File: src/hw/maf_pkg.sv
// Package: register map, field layout and types of the I2C front end
package maf_pkg;
   // ------------------------------------------------------------
   // Register offsets
   // ------------------------------------------------------------
   localparam logic [7:0] ADDR_STATUS  = 8'h00;
   localparam logic [7:0] ADDR_ACK_CFG = 8'h04;
   localparam logic [7:0] ADDR_ACK_QRY = 8'h08;
   localparam logic [7:0] ADDR_LINE    = 8'h0c;
   localparam logic [7:0] ADDR_CTRL    = 8'h10;
   localparam logic [1:0] OWN_REGION   = 2'h1;
   // ------------------------------------------------------------
   // Field values
   // ------------------------------------------------------------
   localparam logic [4:0] ACK_ARG_MASK   = 5'h1f;
   localparam logic [3:0] ACK_ON         = 4'hf;
   localparam logic [3:0] ACK_OFF        = 4'h0;
   localparam logic [7:0] SHIFT_SENTINEL = 8'h01;
   localparam logic [3:0] SKIP_COUNT     = 4'h8;
   localparam int         LINE_CLK_BIT   = 3;
   localparam int         LINE_DATA_BIT  = 2;
   localparam int         OWN_VALID_BIT  = 7;
   localparam int         NUM_IDS        = 16;
   localparam logic [7:0] OWN_RESET      = 8'h00;
   localparam int         CTRL_RELEASE   = 0;

   typedef struct packed {
      logic [3:0] id;
      logic       ack_sent;
      logic       direction;
      logic       stop_seen;
      logic       start_seen;
   } maf_status_type;

   typedef struct packed {
      logic rise_det;
      logic fall_det;
      logic clk_mask;
      logic dat_mask;
   } maf_edge_ctl_type;

   localparam maf_edge_ctl_type EDGE_INIT = '{1'b1, 1'b0, 1'b1, 1'b0};

   typedef enum logic [2:0] {
      ST_WATCH    = 3'b000,
      ST_AWAIT    = 3'b001,
      ST_CAPTURE  = 3'b010,
      ST_WAIT_LOW = 3'b011,
      ST_ACK_END  = 3'b100,
      ST_HOLD     = 3'b101,
      ST_UNSEL    = 3'b110
   } maf_state_type;
endpackage : maf_pkg

File: src/hw/maf_i2c_front.sv
// Multi-address I2C slave front end with APB register access
// Notes on behaviour
// - Status read returns the live status word: ID, ack, direction, stop, start.
// - ACK config write keeps low five bits; ID is value shifted right one.
// - Table entry becomes 0x00 when disabled, 0xF when enabled.
// - ACK query read takes ID from request, returns stored table entry.
// - Data edge samples clock bit 3, data bit 2; data low, clock high starts.
// - Start clears clock request, sets start flag, selects await, unmasks clock.
// - Stop sets stop flag, masks clock events, restores clock edge setup.
// - Idle handler clears and unmasks data event, masks clock events.
// - First clock after start masks data, stops fall detect, preloads 0x01.
// - Each capture rise clears stop flag, shifts data in, MSB first.
// - Byte complete when sentinel leaves; last bit becomes direction flag.
// - Upper seven bits checked against own table; no match goes unselected.
// - Match writes ID to status upper nibble and loads its ACK enable.
// - Ack start stops rise detect, copies enable to ack flag, waits clock low.
// - After clock low, data driven low for ACK, released for NACK.
// - Then fall detect enabled and ack completion handler selected.
// - Each enabled clock event captures line levels and runs stored handler.
// - Ack completion stretches clock low, releases data, re-enables rise.
// - Unselected device counts the ack slot rise and eight data bit rises, then returns to idle.
`timescale 1ns/1ps
`default_nettype none
module maf_i2c_front (
   input  wire logic        pclk,
   input  wire logic        presetn,
   input  wire logic        psel,
   input  wire logic        penable,
   input  wire logic        pwrite,
   input  wire logic [7:0]  paddr,
   input  wire logic [31:0] pwdata,
   output logic      [31:0] prdata,
   output logic             pready,
   output logic             pslverr,
   input  wire logic        scl_i,
   output logic             scl_o,
   output logic             scl_oe_n,
   input  wire logic        sda_i,
   output logic             sda_o,
   output logic             sda_oe_n
);
   // ------------------------------------------------------------
   // Declarations
   // ------------------------------------------------------------
   maf_pkg::maf_status_type   status_reg;
   maf_pkg::maf_edge_ctl_type ctl_reg;
   maf_pkg::maf_state_type    state_reg;
   logic        scl_m_reg, scl_s_reg, scl_d_reg;
   logic        sda_m_reg, sda_s_reg, sda_d_reg;
   logic        clk_req_reg, dat_req_reg;
   logic [7:0]  shift_reg;
   logic [7:0]  line_reg;
   logic [3:0]  pending_reg;
   logic [3:0]  skip_reg;
   logic [4:0]  ack_qry_reg;
   logic        scl_hold_reg;
   logic        sda_low_reg;
   logic [31:0] prdata_reg;
   logic        pslverr_reg;
   logic [3:0]  ack_tbl [maf_pkg::NUM_IDS];
   logic [7:0]  own_tbl [maf_pkg::NUM_IDS];
   logic [maf_pkg::NUM_IDS-1:0] match_vec;
   logic [3:0]  match_id;
   logic        clk_edge_hit, dat_edge_hit;
   logic        clk_fire, dat_fire;
   logic        start_go, stop_go;
   logic        byte_done;
   logic        setup_rd, wr_go;
   logic        own_hit, mapped;
   logic [31:0] rd_data;
   logic [4:0]  cfg_arg;

   // ------------------------------------------------------------
   // Line synchronisers and edge finders
   // ------------------------------------------------------------
   always_ff @(posedge pclk or negedge presetn) begin
      if (!presetn) begin
         scl_m_reg <= 1'b1;
         scl_s_reg <= 1'b1;
         scl_d_reg <= 1'b1;
         sda_m_reg <= 1'b1;
         sda_s_reg <= 1'b1;
         sda_d_reg <= 1'b1;
      end else begin
         scl_m_reg <= scl_i;
         scl_s_reg <= scl_m_reg;
         scl_d_reg <= scl_s_reg;
         sda_m_reg <= sda_i;
         sda_s_reg <= sda_m_reg;
         sda_d_reg <= sda_s_reg;
      end
   end

   assign clk_edge_hit = (ctl_reg.rise_det & scl_s_reg & ~scl_d_reg)
                       | (ctl_reg.fall_det & ~scl_s_reg & scl_d_reg);
   assign dat_edge_hit = sda_s_reg ^ sda_d_reg;
   assign dat_fire     = dat_req_reg & ~ctl_reg.dat_mask;
   assign clk_fire     = clk_req_reg & ~ctl_reg.clk_mask & ~dat_fire;
   assign start_go     = dat_fire & scl_s_reg & ~sda_s_reg;
   assign stop_go      = dat_fire & scl_s_reg & sda_s_reg;
   assign byte_done    = clk_fire && state_reg == maf_pkg::ST_CAPTURE
                         && shift_reg[7];

   // ------------------------------------------------------------
   // Edge requests, new edge wins over a clear
   // ------------------------------------------------------------
   always_ff @(posedge pclk or negedge presetn) begin
      if (!presetn) begin
         clk_req_reg <= 1'b0;
         dat_req_reg <= 1'b0;
      end else begin
         clk_req_reg <= clk_edge_hit
                        | (clk_req_reg & ~clk_fire & ~start_go);
         dat_req_reg <= dat_edge_hit | (dat_req_reg & ~dat_fire
                        & ~(clk_fire && state_reg == maf_pkg::ST_WATCH));
      end
   end

   // ------------------------------------------------------------
   // Own address compare
   // ------------------------------------------------------------
   genvar gi;
   generate
      for (gi = 0; gi < maf_pkg::NUM_IDS; gi++) begin : g_own
         if (gi == 0) begin : g_none
            assign own_tbl[gi]   = maf_pkg::OWN_RESET;
            assign match_vec[gi] = 1'b0;
         end else begin : g_ent
            logic [7:0] ent_reg;
            always_ff @(posedge pclk or negedge presetn) begin
               if (!presetn) begin
                  ent_reg <= maf_pkg::OWN_RESET;
               end else if (wr_go && own_hit && paddr[5:2] == 4'(gi)) begin
                  ent_reg <= pwdata[7:0];
               end
            end
            assign own_tbl[gi]   = ent_reg;
            assign match_vec[gi] = ent_reg[maf_pkg::OWN_VALID_BIT]
                                   && ent_reg[6:0] == shift_reg[6:0];
         end
      end
   endgenerate

   always_comb begin
      match_id = 4'h0;
      for (int i = maf_pkg::NUM_IDS - 1; i > 0; i--) begin
         if (match_vec[i]) begin
            match_id = 4'(i);
         end
      end
   end

   // ------------------------------------------------------------
   // Handler sequencer
   // ------------------------------------------------------------
   always_ff @(posedge pclk or negedge presetn) begin
      if (!presetn) begin
         state_reg    <= maf_pkg::ST_WATCH;
         ctl_reg      <= maf_pkg::EDGE_INIT;
         status_reg   <= '0;
         shift_reg    <= 8'h00;
         pending_reg  <= maf_pkg::ACK_OFF;
         skip_reg     <= 4'h0;
         scl_hold_reg <= 1'b0;
         sda_low_reg  <= 1'b0;
      end else if (start_go) begin
         status_reg.start_seen <= 1'b1;
         state_reg             <= maf_pkg::ST_AWAIT;
         ctl_reg.clk_mask      <= 1'b0;
         ctl_reg.fall_det      <= 1'b1;
         scl_hold_reg          <= 1'b0;
         sda_low_reg           <= 1'b0;
      end else if (stop_go) begin
         status_reg.stop_seen <= 1'b1;
         ctl_reg              <= maf_pkg::EDGE_INIT;
         state_reg            <= maf_pkg::ST_WATCH;
         scl_hold_reg         <= 1'b0;
         sda_low_reg          <= 1'b0;
      end else if (state_reg == maf_pkg::ST_WAIT_LOW) begin
         if (!scl_s_reg) begin
            sda_low_reg      <= pending_reg != maf_pkg::ACK_OFF;
            ctl_reg.fall_det <= 1'b1;
            state_reg        <= maf_pkg::ST_ACK_END;
         end
      end else if (state_reg == maf_pkg::ST_HOLD) begin
         if (wr_go && paddr == maf_pkg::ADDR_CTRL
             && pwdata[maf_pkg::CTRL_RELEASE]) begin
            scl_hold_reg <= 1'b0;
            state_reg    <= maf_pkg::ST_WATCH;
            ctl_reg      <= maf_pkg::EDGE_INIT;
         end
      end else if (clk_fire) begin
         unique case (state_reg)
            maf_pkg::ST_WATCH: begin
               ctl_reg.dat_mask <= 1'b0;
               ctl_reg.clk_mask <= 1'b1;
            end
            maf_pkg::ST_AWAIT: begin
               ctl_reg.dat_mask <= 1'b1;
               ctl_reg.fall_det <= 1'b0;
               shift_reg        <= maf_pkg::SHIFT_SENTINEL;
               state_reg        <= maf_pkg::ST_CAPTURE;
            end
            maf_pkg::ST_CAPTURE: begin
               status_reg.stop_seen <= 1'b0;
               shift_reg <= {shift_reg[6:0], sda_s_reg};
               if (shift_reg[7]) begin
                  status_reg.direction <= sda_s_reg;
                  if (match_id == 4'h0) begin
                     state_reg <= maf_pkg::ST_UNSEL;
                     skip_reg  <= maf_pkg::SKIP_COUNT;
                  end else begin
                     status_reg.id       <= match_id;
                     pending_reg         <= ack_tbl[match_id];
                     ctl_reg.rise_det    <= 1'b0;
                     status_reg.ack_sent <= ack_tbl[match_id]
                                            != maf_pkg::ACK_OFF;
                     state_reg           <= maf_pkg::ST_WAIT_LOW;
                  end
               end
            end
            maf_pkg::ST_ACK_END: begin
               scl_hold_reg     <= 1'b1;
               sda_low_reg      <= 1'b0;
               ctl_reg.rise_det <= 1'b1;
               ctl_reg.fall_det <= 1'b0;
               state_reg        <= maf_pkg::ST_HOLD;
            end
            maf_pkg::ST_UNSEL: begin
               // Ack slot rise, then eight skipped data bits
               if (scl_s_reg) begin
                  if (skip_reg == 4'h0) begin
                     state_reg <= maf_pkg::ST_WATCH;
                  end else begin
                     skip_reg <= skip_reg - 4'h1;
                  end
               end
            end
            default: begin
               state_reg <= maf_pkg::ST_WATCH;
            end
         endcase
      end
   end

   // Line levels captured at each dispatched event
   always_ff @(posedge pclk or negedge presetn) begin
      if (!presetn) begin
         line_reg <= 8'h00;
      end else if (clk_fire || dat_fire) begin
         line_reg <= 8'h00;
         line_reg[maf_pkg::LINE_CLK_BIT]  <= scl_s_reg;
         line_reg[maf_pkg::LINE_DATA_BIT] <= sda_s_reg;
      end
   end

   // ------------------------------------------------------------
   // Open-drain pins
   // ------------------------------------------------------------
   assign scl_o    = 1'b0;
   assign sda_o    = 1'b0;
   assign scl_oe_n = ~scl_hold_reg;
   assign sda_oe_n = ~sda_low_reg;

   // ------------------------------------------------------------
   // APB slave
   // ------------------------------------------------------------
   assign setup_rd = psel & ~penable;
   assign wr_go    = psel & penable & pwrite;
   assign own_hit  = paddr[7:6] == maf_pkg::OWN_REGION
                     && paddr[1:0] == 2'b00;
   assign mapped   = own_hit || paddr == maf_pkg::ADDR_STATUS
                     || paddr == maf_pkg::ADDR_ACK_CFG
                     || paddr == maf_pkg::ADDR_ACK_QRY
                     || paddr == maf_pkg::ADDR_LINE
                     || paddr == maf_pkg::ADDR_CTRL;
   assign cfg_arg  = pwdata[4:0] & maf_pkg::ACK_ARG_MASK;

   always_comb begin
      rd_data = 32'h0000_0000;
      if (own_hit) begin
         rd_data[7:0] = own_tbl[paddr[5:2]];
      end else if (paddr == maf_pkg::ADDR_STATUS) begin
         rd_data[7:0] = status_reg;
      end else if (paddr == maf_pkg::ADDR_ACK_QRY) begin
         rd_data[3:0] = ack_tbl[ack_qry_reg[4:1]];
      end else if (paddr == maf_pkg::ADDR_LINE) begin
         rd_data[7:0] = line_reg;
      end else if (paddr == maf_pkg::ADDR_CTRL) begin
         rd_data[2:0] = state_reg;
      end
   end

   always_ff @(posedge pclk or negedge presetn) begin
      if (!presetn) begin
         prdata_reg  <= 32'h0000_0000;
         pslverr_reg <= 1'b0;
      end else if (setup_rd) begin
         prdata_reg  <= rd_data;
         pslverr_reg <= ~mapped;
      end
   end

   assign prdata  = prdata_reg;
   assign pslverr = pslverr_reg;
   assign pready  = psel & penable;

   always_ff @(posedge pclk or negedge presetn) begin
      if (!presetn) begin
         ack_qry_reg <= 5'h00;
         for (int i = 0; i < maf_pkg::NUM_IDS; i++) begin
            ack_tbl[i] <= maf_pkg::ACK_OFF;
         end
      end else if (wr_go && paddr == maf_pkg::ADDR_ACK_CFG) begin
         ack_tbl[cfg_arg[4:1]] <= cfg_arg[0] ? maf_pkg::ACK_ON
                                             : maf_pkg::ACK_OFF;
      end else if (wr_go && paddr == maf_pkg::ADDR_ACK_QRY) begin
         ack_qry_reg <= cfg_arg;
      end
   end

   // ------------------------------------------------------------
   // Assertions
   // ------------------------------------------------------------
   property p_status_read;
      @(posedge pclk) disable iff (!presetn)
      setup_rd && paddr == maf_pkg::ADDR_STATUS
      |=> prdata[7:0] == $past(status_reg) && prdata[31:8] == 24'h0;
   endproperty
   a_status_read: assert property (p_status_read)
      else $error("status read mismatch");

   property p_ack_cfg;
      @(posedge pclk) disable iff (!presetn)
      wr_go && paddr == maf_pkg::ADDR_ACK_CFG
      |=> ack_tbl[$past(pwdata[4:1])] ==
          ($past(pwdata[0]) ? maf_pkg::ACK_ON : maf_pkg::ACK_OFF);
   endproperty
   a_ack_cfg: assert property (p_ack_cfg)
      else $error("ack table entry wrong");

   property p_start;
      @(posedge pclk) disable iff (!presetn)
      start_go |=> status_reg.start_seen && !ctl_reg.clk_mask
                   && state_reg == maf_pkg::ST_AWAIT && !clk_req_reg
                   ##1 !clk_fire;
   endproperty
   a_start: assert property (p_start)
      else $error("start handling wrong");

   property p_stop;
      @(posedge pclk) disable iff (!presetn)
      stop_go |=> status_reg.stop_seen && ctl_reg == maf_pkg::EDGE_INIT;
   endproperty
   a_stop: assert property (p_stop)
      else $error("stop handling wrong");

   property p_await;
      @(posedge pclk) disable iff (!presetn)
      clk_fire && !start_go && !stop_go && state_reg == maf_pkg::ST_AWAIT
      |=> shift_reg == maf_pkg::SHIFT_SENTINEL && ctl_reg.dat_mask
          && !ctl_reg.fall_det && state_reg == maf_pkg::ST_CAPTURE;
   endproperty
   a_await: assert property (p_await)
      else $error("address wait setup wrong");

   property p_no_match;
      @(posedge pclk) disable iff (!presetn)
      byte_done && !start_go && !stop_go && match_id == 4'h0
      |=> state_reg == maf_pkg::ST_UNSEL
          && skip_reg == maf_pkg::SKIP_COUNT && sda_oe_n;
   endproperty
   a_no_match: assert property (p_no_match)
      else $error("unmatched address not skipped");

   property p_ack_drive;
      @(posedge pclk) disable iff (!presetn)
      state_reg == maf_pkg::ST_WAIT_LOW && !scl_s_reg
      && !start_go && !stop_go
      |=> sda_oe_n == (pending_reg == maf_pkg::ACK_OFF)
          && ctl_reg.fall_det && state_reg == maf_pkg::ST_ACK_END;
   endproperty
   a_ack_drive: assert property (p_ack_drive)
      else $error("ack response drive wrong");

   property p_ack_end;
      @(posedge pclk) disable iff (!presetn)
      clk_fire && !start_go && !stop_go
      && state_reg == maf_pkg::ST_ACK_END
      |=> !scl_oe_n && sda_oe_n && ctl_reg.rise_det
          && state_reg == maf_pkg::ST_HOLD;
   endproperty
   a_ack_end: assert property (p_ack_end)
      else $error("ack completion wrong");
endmodule : maf_i2c_front
`default_nettype wire

File: config.mk
export PLATFORM = sky130hd
export DESIGN_NAME = maf_i2c_front
export DESIGN_NICKNAME = d
export VERILOG_FILES = /design/src/hw/maf_pkg.sv /design/src/hw/maf_i2c_front.sv
export SDC_FILE = /design/constraint.sdc
export NUM_CORES = 1
export LEC_CHECK = 0
export ABC_AREA = 1
export BUFFER_PORTS_ARGS = -buffer_cell sky130_fd_sc_hd__buf_4
export CAP_MARGIN = 20
export CORE_UTILIZATION = 39
export CTS_CLUSTER_DIAMETER = 50
export DETAILED_ROUTE_END_ITERATION = 7
export SYNTH_ARGS = -nofsm -noshare
export SYNTH_HDL_FRONTEND = slang
export SYNTH_SLANG_ARGS = --single-unit
File: constraint.sdc
create_clock -name pclk -period 2.1 [get_ports pclk]
set_input_delay 0.42 -clock pclk [delete_from_list [all_inputs] [get_ports pclk]]
set_output_delay 0.42 -clock pclk [all_outputs]
set_load 0.01 [all_outputs]
==> reports/qor.csv, run 1 <==
metric;value;unit
Reg power frac;0.470;
violated checks;design-rule violations, negative setup slack;
synth warn;0;
drc violations;2;
nets;1691;
CP endpoint kind;flip-flop;
main combinational cell family by area after synthesis;simple AND/OR/NAND/NOR gates;
Hold Crit Class;input port to flip-flop;
combinational share of power;0.099;
CP required;2470;ps
hold path cells;1;
I/O pin total;85;
Syn Area/Cell;7.61;um2
internal power;0.00582;W
Startpoint Class;flip-flop;
RSZ-0062 raised after global routing;yes;
R2R cell count;17;
final worst slack;-474;ps
number of library cell types mapped by synthesis;58;
DRT iter0 DRCs;940;
Area growth syn-to-layout;29.9;%
hpwl dp;26800;um
Synth Area in Compound Gates;0.176;
Worst-Margin Slew;628;ps
CTS clk-pin slew, worst paths;70;ps
Psw;0.00208;W
row count;60;
critical path's largest stage delay;460;ps
dpl cells;1948;
CTS tree;yes;
DR vias/cell;5.29;
P per Cell Area;573;mW/mm2
slowest cell on the critical path;dfrtp_2;
global placement routability congestion;0.994;
final std cells w/o fill;1997;
status;complete, but fails checks;
switching share of power;0.263;
Final Util;0.514;
P_leak;6.61;nW
CP Class;flip-flop to flip-flop;
DRT antenna net count;0;
adder-cell area share of the yosys netlist;0.00118;
total global routing overflow;0;
drt pass-1 iters;8;
Final Max Slew Viols;0;
min cycle time layout;2570;ps
Final Hold Vio Count;0;
Critical Path AT;2940;ps
Max Freq;389;MHz
clock share of power;0.432;
max reg flops;120;
root buffer cell;clkbuf_16;
layout cells sized above 1;0.243;
count of state elements after synthesis;188;
maximum VDD drop;0.312;mV
Final setup viols;12;
sequential share of the synthesized area;0.444;
Die Wd;167;um
xor/xnor share of the synthesized area;0.0355;
CP max FO;8;
clock sink count;188;
WL per Instance;18.3;um
H-tree depth;4;
Initial Util;0.396;
Num CTS Buffers;17;
Clk Latency, worst-skew pair;450;ps
final wirelength;36500;um
Core ar.;0.0268;mm2
initial antenna violation count;0;
Largest delay share family, worst path;simple AND/OR/NAND/NOR gates;
die footprint;0.0279;mm2
most common cell after layout, fill and taps aside;nand2_1;
Post-Place Worst Slack;-472;ps
Final TNS setup;-4850;ps
CP Buf/Inv Count;5;
routed via count;10600;
worst hold margin;84.1;ps
CP Depth;17;
GRT Util Overall;0.270;
n_diodes;0;
mapped cell area;0.0106;mm2
Rel. slew slack;0.580;
Max Root-Sink Buffers;2;
Max Cap Viol;0;
most frequent CP cell;a21oi_4;
Die Y;167;um
first-pass GRT wire length;57800;um
CP Cell Sequence;clkinvlp_4 -> buf_6 -> buf_4 -> a21oi_4 -> nand3b_4 -> buf_4 -> nand2_2 -> nor2_1 -> nor2_1 -> o21ai_1 -> nand2_1 -> a21oi_4 -> inv_2 -> nand4_4 -> a21oi_4 -> nand3_1 -> o21ai_1;
vias in the first global route;10200;
period utilization;1.23;
largest net degree at the start of global routing;57;
clk_skew;17.7;ps
IO buf count;34;
post-synthesis simple-gate area fraction;0.245;
multiplexer share of the synthesized area;0.000943;
leading cell types in the layout, fill and taps excluded;365 x nand2_1, 267 x buf_4, 175 x dfrtp_1, 170 x o21ai_0, 128 x inv_1;
Cells after Synth;1394;
-- metal layers --
metal	share of wire	up-vias	routed length, um	track usage
met5	0	-	0	0
met4	0.040	0	1470	0.123
li1	-	5073	-	-
met2	0.45	423	16400	0.424
met3	0.064	93	2330	0.0504
met1	0.45	4968	16300	0.361
-- power groups by stage --
stage	combinational (W)	sequential, W	clock, W
global route	0.000847	0.00371	0.00360
finish	0.000778	0.00371	0.00341
global placement	0.000740	0.00378	0
detailed placement	0.000745	0.00378	0
floorplan	0.000346	0.00377	0
CTS	0.000756	0.00371	0.00345
-- per-stage QoR --
stage | cell area (um2) | power (W)
final | 13800 | 0.00790
after global placement | 12800 | 0.00452
after global routing | 13800 | 0.00816
after floorplan | 10700 | 0.00412
after detailed placement | 12800 | 0.00452
after CTS | 13600 | 0.00792
-- path summary, 6_finish.rpt --
kind | startpoint | slack, ps | end
worst max-delay path | shift_reg[5] | -470 | skip_reg[0]
worst min-delay path | sda_i | 80 | sda_m_reg
worst max register to register | shift_reg[5] | -470 | skip_reg[0]
worst min register to register | sda_m_reg | 350 | sda_s_reg
max in group asynchronous | presetn | 890 | shift_reg[5]
min in group asynchronous | presetn | 500 | clk_req_reg
-- final cells by class --
| class | count | area (um2) |
|---|---|---|
| Fill cell | 2530 | 13000 |
| Multi-Input combinational cell | 1003 | 5140 |
| Sequential cell | 188 | 4720 |
| Timing Repair Buffer | 287 | 2320 |
| Inverter | 145 | 557 |
| Clock buffer | 20 | 457 |
| Tap cell | 341 | 427 |
| Clock inverter | 12 | 153 |
| Timing Repair inverter | 1 | 7.51 |
-- timing repair --
item / 4_1_cts / 5_1_grt
buffers inserted: 5 / 10
gates cloned: 1 / 0
hold endpoints to repair: 42 / 0
endpoints found under the setup margin: 12 / 16
pin swaps: 3 / 23
gates resized for setup: 21 / 44
hold buffers: 1 / 0
-- cell usage after synthesis (all sizes together) --
cell	number	area, um2
a211oi	1	7.51
a21oi	53	292
a221oi	9	78.8
a22oi	16	120
a2bb2oi	1	8.76
a31o	1	8.76
a31oi	3	18.8
and2	1	6.26
buf	43	327
clkbuf	40	151
clkinv	6	22.5
conb	1	3.75
dfrtp	180	4500
dfstp	8	210
ha	1	12.5
inv	139	527
mux2i	1	10.0
nand2	379	1450
nand3	81	415
nand3b	1	11.3
nand4	20	153
nor2	97	367
nor3	12	65.1
nor3b	3	22.5
nor4	6	56.3
nor4b	1	8.76
o2111a	1	11.3
o2111ai	6	52.6
o211ai	10	75.1
o21a	1	7.51
o21ai	184	921
o21bai	1	7.51
o221ai	9	78.8
o22ai	24	150
o311ai	3	26.3
or2	7	43.8
or4	1	7.51
xnor2	16	140
xor2	27	236
-- cells by family (layout without fill, tap and decap cells) --
kind of cell             after synthesis  after routing
AO/OA/AOI/OAI                        323            323
buffers and inverters                228            465
flip-flops                           188            188
multiplexers                           1              1
other                                  1             26
adder cells (fa/ha/maj)                1              1
AND/OR/NAND/NOR                      609            609
XOR/XNOR                              43             43
No activity file was read; power rests on OpenSTA's default activity.
==> inputs of run 2 (changes only) <==
==> constraint.sdc (replaced) <==
create_clock -name pclk -period 2.7 [get_ports pclk]
set_input_delay 0.54 -clock pclk [delete_from_list [all_inputs] [get_ports pclk]]
set_output_delay 0.54 -clock pclk [all_outputs]
set_load 0.01 [all_outputs]
==> reports/qor.csv, run 2 (synthesis gave the netlist of run 1 again) <==
metric;value;unit
status;complete, but fails checks;
violated checks;design-rule violations;
Die Wd;167;um
CP Cell Sequence;buf_6 -> a21oi_2 -> nand2_1 -> nor2_2 -> nand2_1 -> nand2_1 -> nand2_1 -> nand2_2 -> nand2_1 -> nand2_1 -> nand2_1 -> nand2_1 -> nand2_1 -> nand2_1 -> nand2_1 -> nand2_2 -> nand2_4 -> nand2_4 -> nand4_4 -> a21oi_4 -> nand3_1 -> o21ai_0;
root buffer cell;clkbuf_16;
Hold Crit Class;input port to async pin;
CTS tree;yes;
CP max FO;8;
DRT antenna net count;0;
Die Y;167;um
n_diodes;0;
I/O pin total;85;
Sequential cell area;0.00472;mm2
most common cell after layout, fill and taps aside;nand2_1;
dpl cells;1788;
slowest cell on the critical path;dfrtp_1;
Area growth syn-to-layout;15.4;%
Worst-Margin Slew;767;ps
IO buf count;34;
reg2reg start;shift_reg[0];
Final Hold Vio Count;0;
CP Class;flip-flop to flip-flop;
Clk Latency, worst-skew pair;440;ps
reg-to-reg slack, setup;70;ps
WL per Instance;18.0;um
Final Max Slew Viols;0;
period utilization;0.975;
die footprint;0.0279;mm2
maximum VDD drop;0.361;mV
CP Buf/Inv Count;1;
max reg flops;120;
Num CTS Buffers;17;
row count;60;
total global routing overflow;0;
routed via count;9704;
Max Root-Sink Buffers;2;
most frequent CP cell;nand2_1;
Initial Util;0.396;
min cycle time layout;2630;ps
leading cell types in the layout, fill and taps excluded;371 x nand2_1, 179 x o21ai_0, 176 x dfrtp_1, 128 x inv_1, 104 x buf_4;
P_leak;5.66;nW
Fillers;2668;
H-tree depth;4;
Max Freq;380;MHz
R2R Path End;skip_reg[0];
GRT Util Overall;0.245;
multi-input combinational cell area;0.00502;mm2
final wirelength;32900;um
Final TNS setup;0;ps
Max Cap Viol;0;
clk_skew;11.3;ps
DR vias/cell;5.32;
Critical Path AT;3000;ps
hpwl dp;23900;um
CTS clk-pin slew, worst paths;70;ps
fin area;0.0122;mm2
CP required;3060;ps
drt pass-1 iters;7;
drc violations;2;
CP endpoint kind;flip-flop;
dpl cell area;0.0116;mm2
P per Cell Area;487;mW/mm2
critical path's largest stage delay;430;ps
first-pass GRT wire length;52400;um
Worst Setup SP;shift_reg[0];
Largest delay share family, worst path;simple AND/OR/NAND/NOR gates;
global placement routability congestion;0.971;
worst hold margin;82.9;ps
nets;1517;
vias in the first global route;9166;
initial antenna violation count;1;
R2R cell count;22;
final std cells w/o fill;1823;
DRT iter0 DRCs;956;
layout cells sized above 1;0.136;
Core ar.;0.0268;mm2
Final setup viols;0;
largest net degree at the start of global routing;65;
RSZ-0062 raised after global routing;yes;
Startpoint Class;flip-flop;
Rel. slew slack;0.488;
clock sink count;188;
==> run 2: cell types whose count changed in the layout (fill, tap and decap cells not counted), moves of 3 or more <==
cell     before  now
buf_6         8    3
buf_4       267  104
nor3_1        8   11
nor2_2        9    5
nor2_1       87   92
nor3_2        4    1
nand2_1     365  371
buf_12       10    5
o21ai_1      12    5
o21ai_0     170  179
nand2_2      12    6
==> run 2: cell type report <==
type | count | area share
clock buffers | 20 | 0.0373
clock inverters | 12 | 0.0111
inverters | 145 | 0.0459
multi-input cells | 1004 | 0.410
flip-flops and latches | 188 | 0.385
well taps | 341 | 0.0348
repair buffers | 113 | 0.0758
==> run 2: per-stage QoR <==
stage	utilization	worst slack, ps	total power [W]
2_1_floorplan	-	394	0.00320
3_3_place_gp	0.431	25.4	0.00343
3_5_place_dp	0.431	12.7	0.00343
4_1_cts	0.454	3.97	0.00602
5_1_grt	0.457	-140	0.00618
6_report	0.457	67.6	0.00597
==> run 2: layer usage <==
| metal | track usage | wire [um] | share of wire |
|---|---|---|---|
| met1 | 0.348 | 15100 | 0.46 |
| met2 | 0.373 | 14500 | 0.44 |
| met3 | 0.0402 | 2190 | 0.066 |
| met4 | 0.0942 | 1090 | 0.033 |
| met5 | 0 | 0 | 0 |
==> run 2: worst max path at each step <==
stage,endpoint,slack [ps],cells after the start
finish,skip_reg[0],70,22
floorplan,ack_tbl[2],390,9
global route,skip_reg[2],-140,22
global placement,skip_reg[3],30,22
CTS,skip_reg[0],4,22
detailed placement,skip_reg[2],10,22
==> run 2: timing repair <==
item                       in CTS  in global routing
gates cloned                    0                  1
resized for setup               1                 24
setup buffers                   0                  2
setup endpoints to repair       1                 12
hold buffers                    0                  0
pin swaps                       1                  7
==> run 2: report_power, final <==
| part | switching (W) | internal [W] |
|---|---|---|
| clock | 0.00115 | 0.00142 |
| sequential | 0.0000351 | 0.00285 |
| combinational | 0.000344 | 0.000156 |
| total | 0.00153 | 0.00443 |
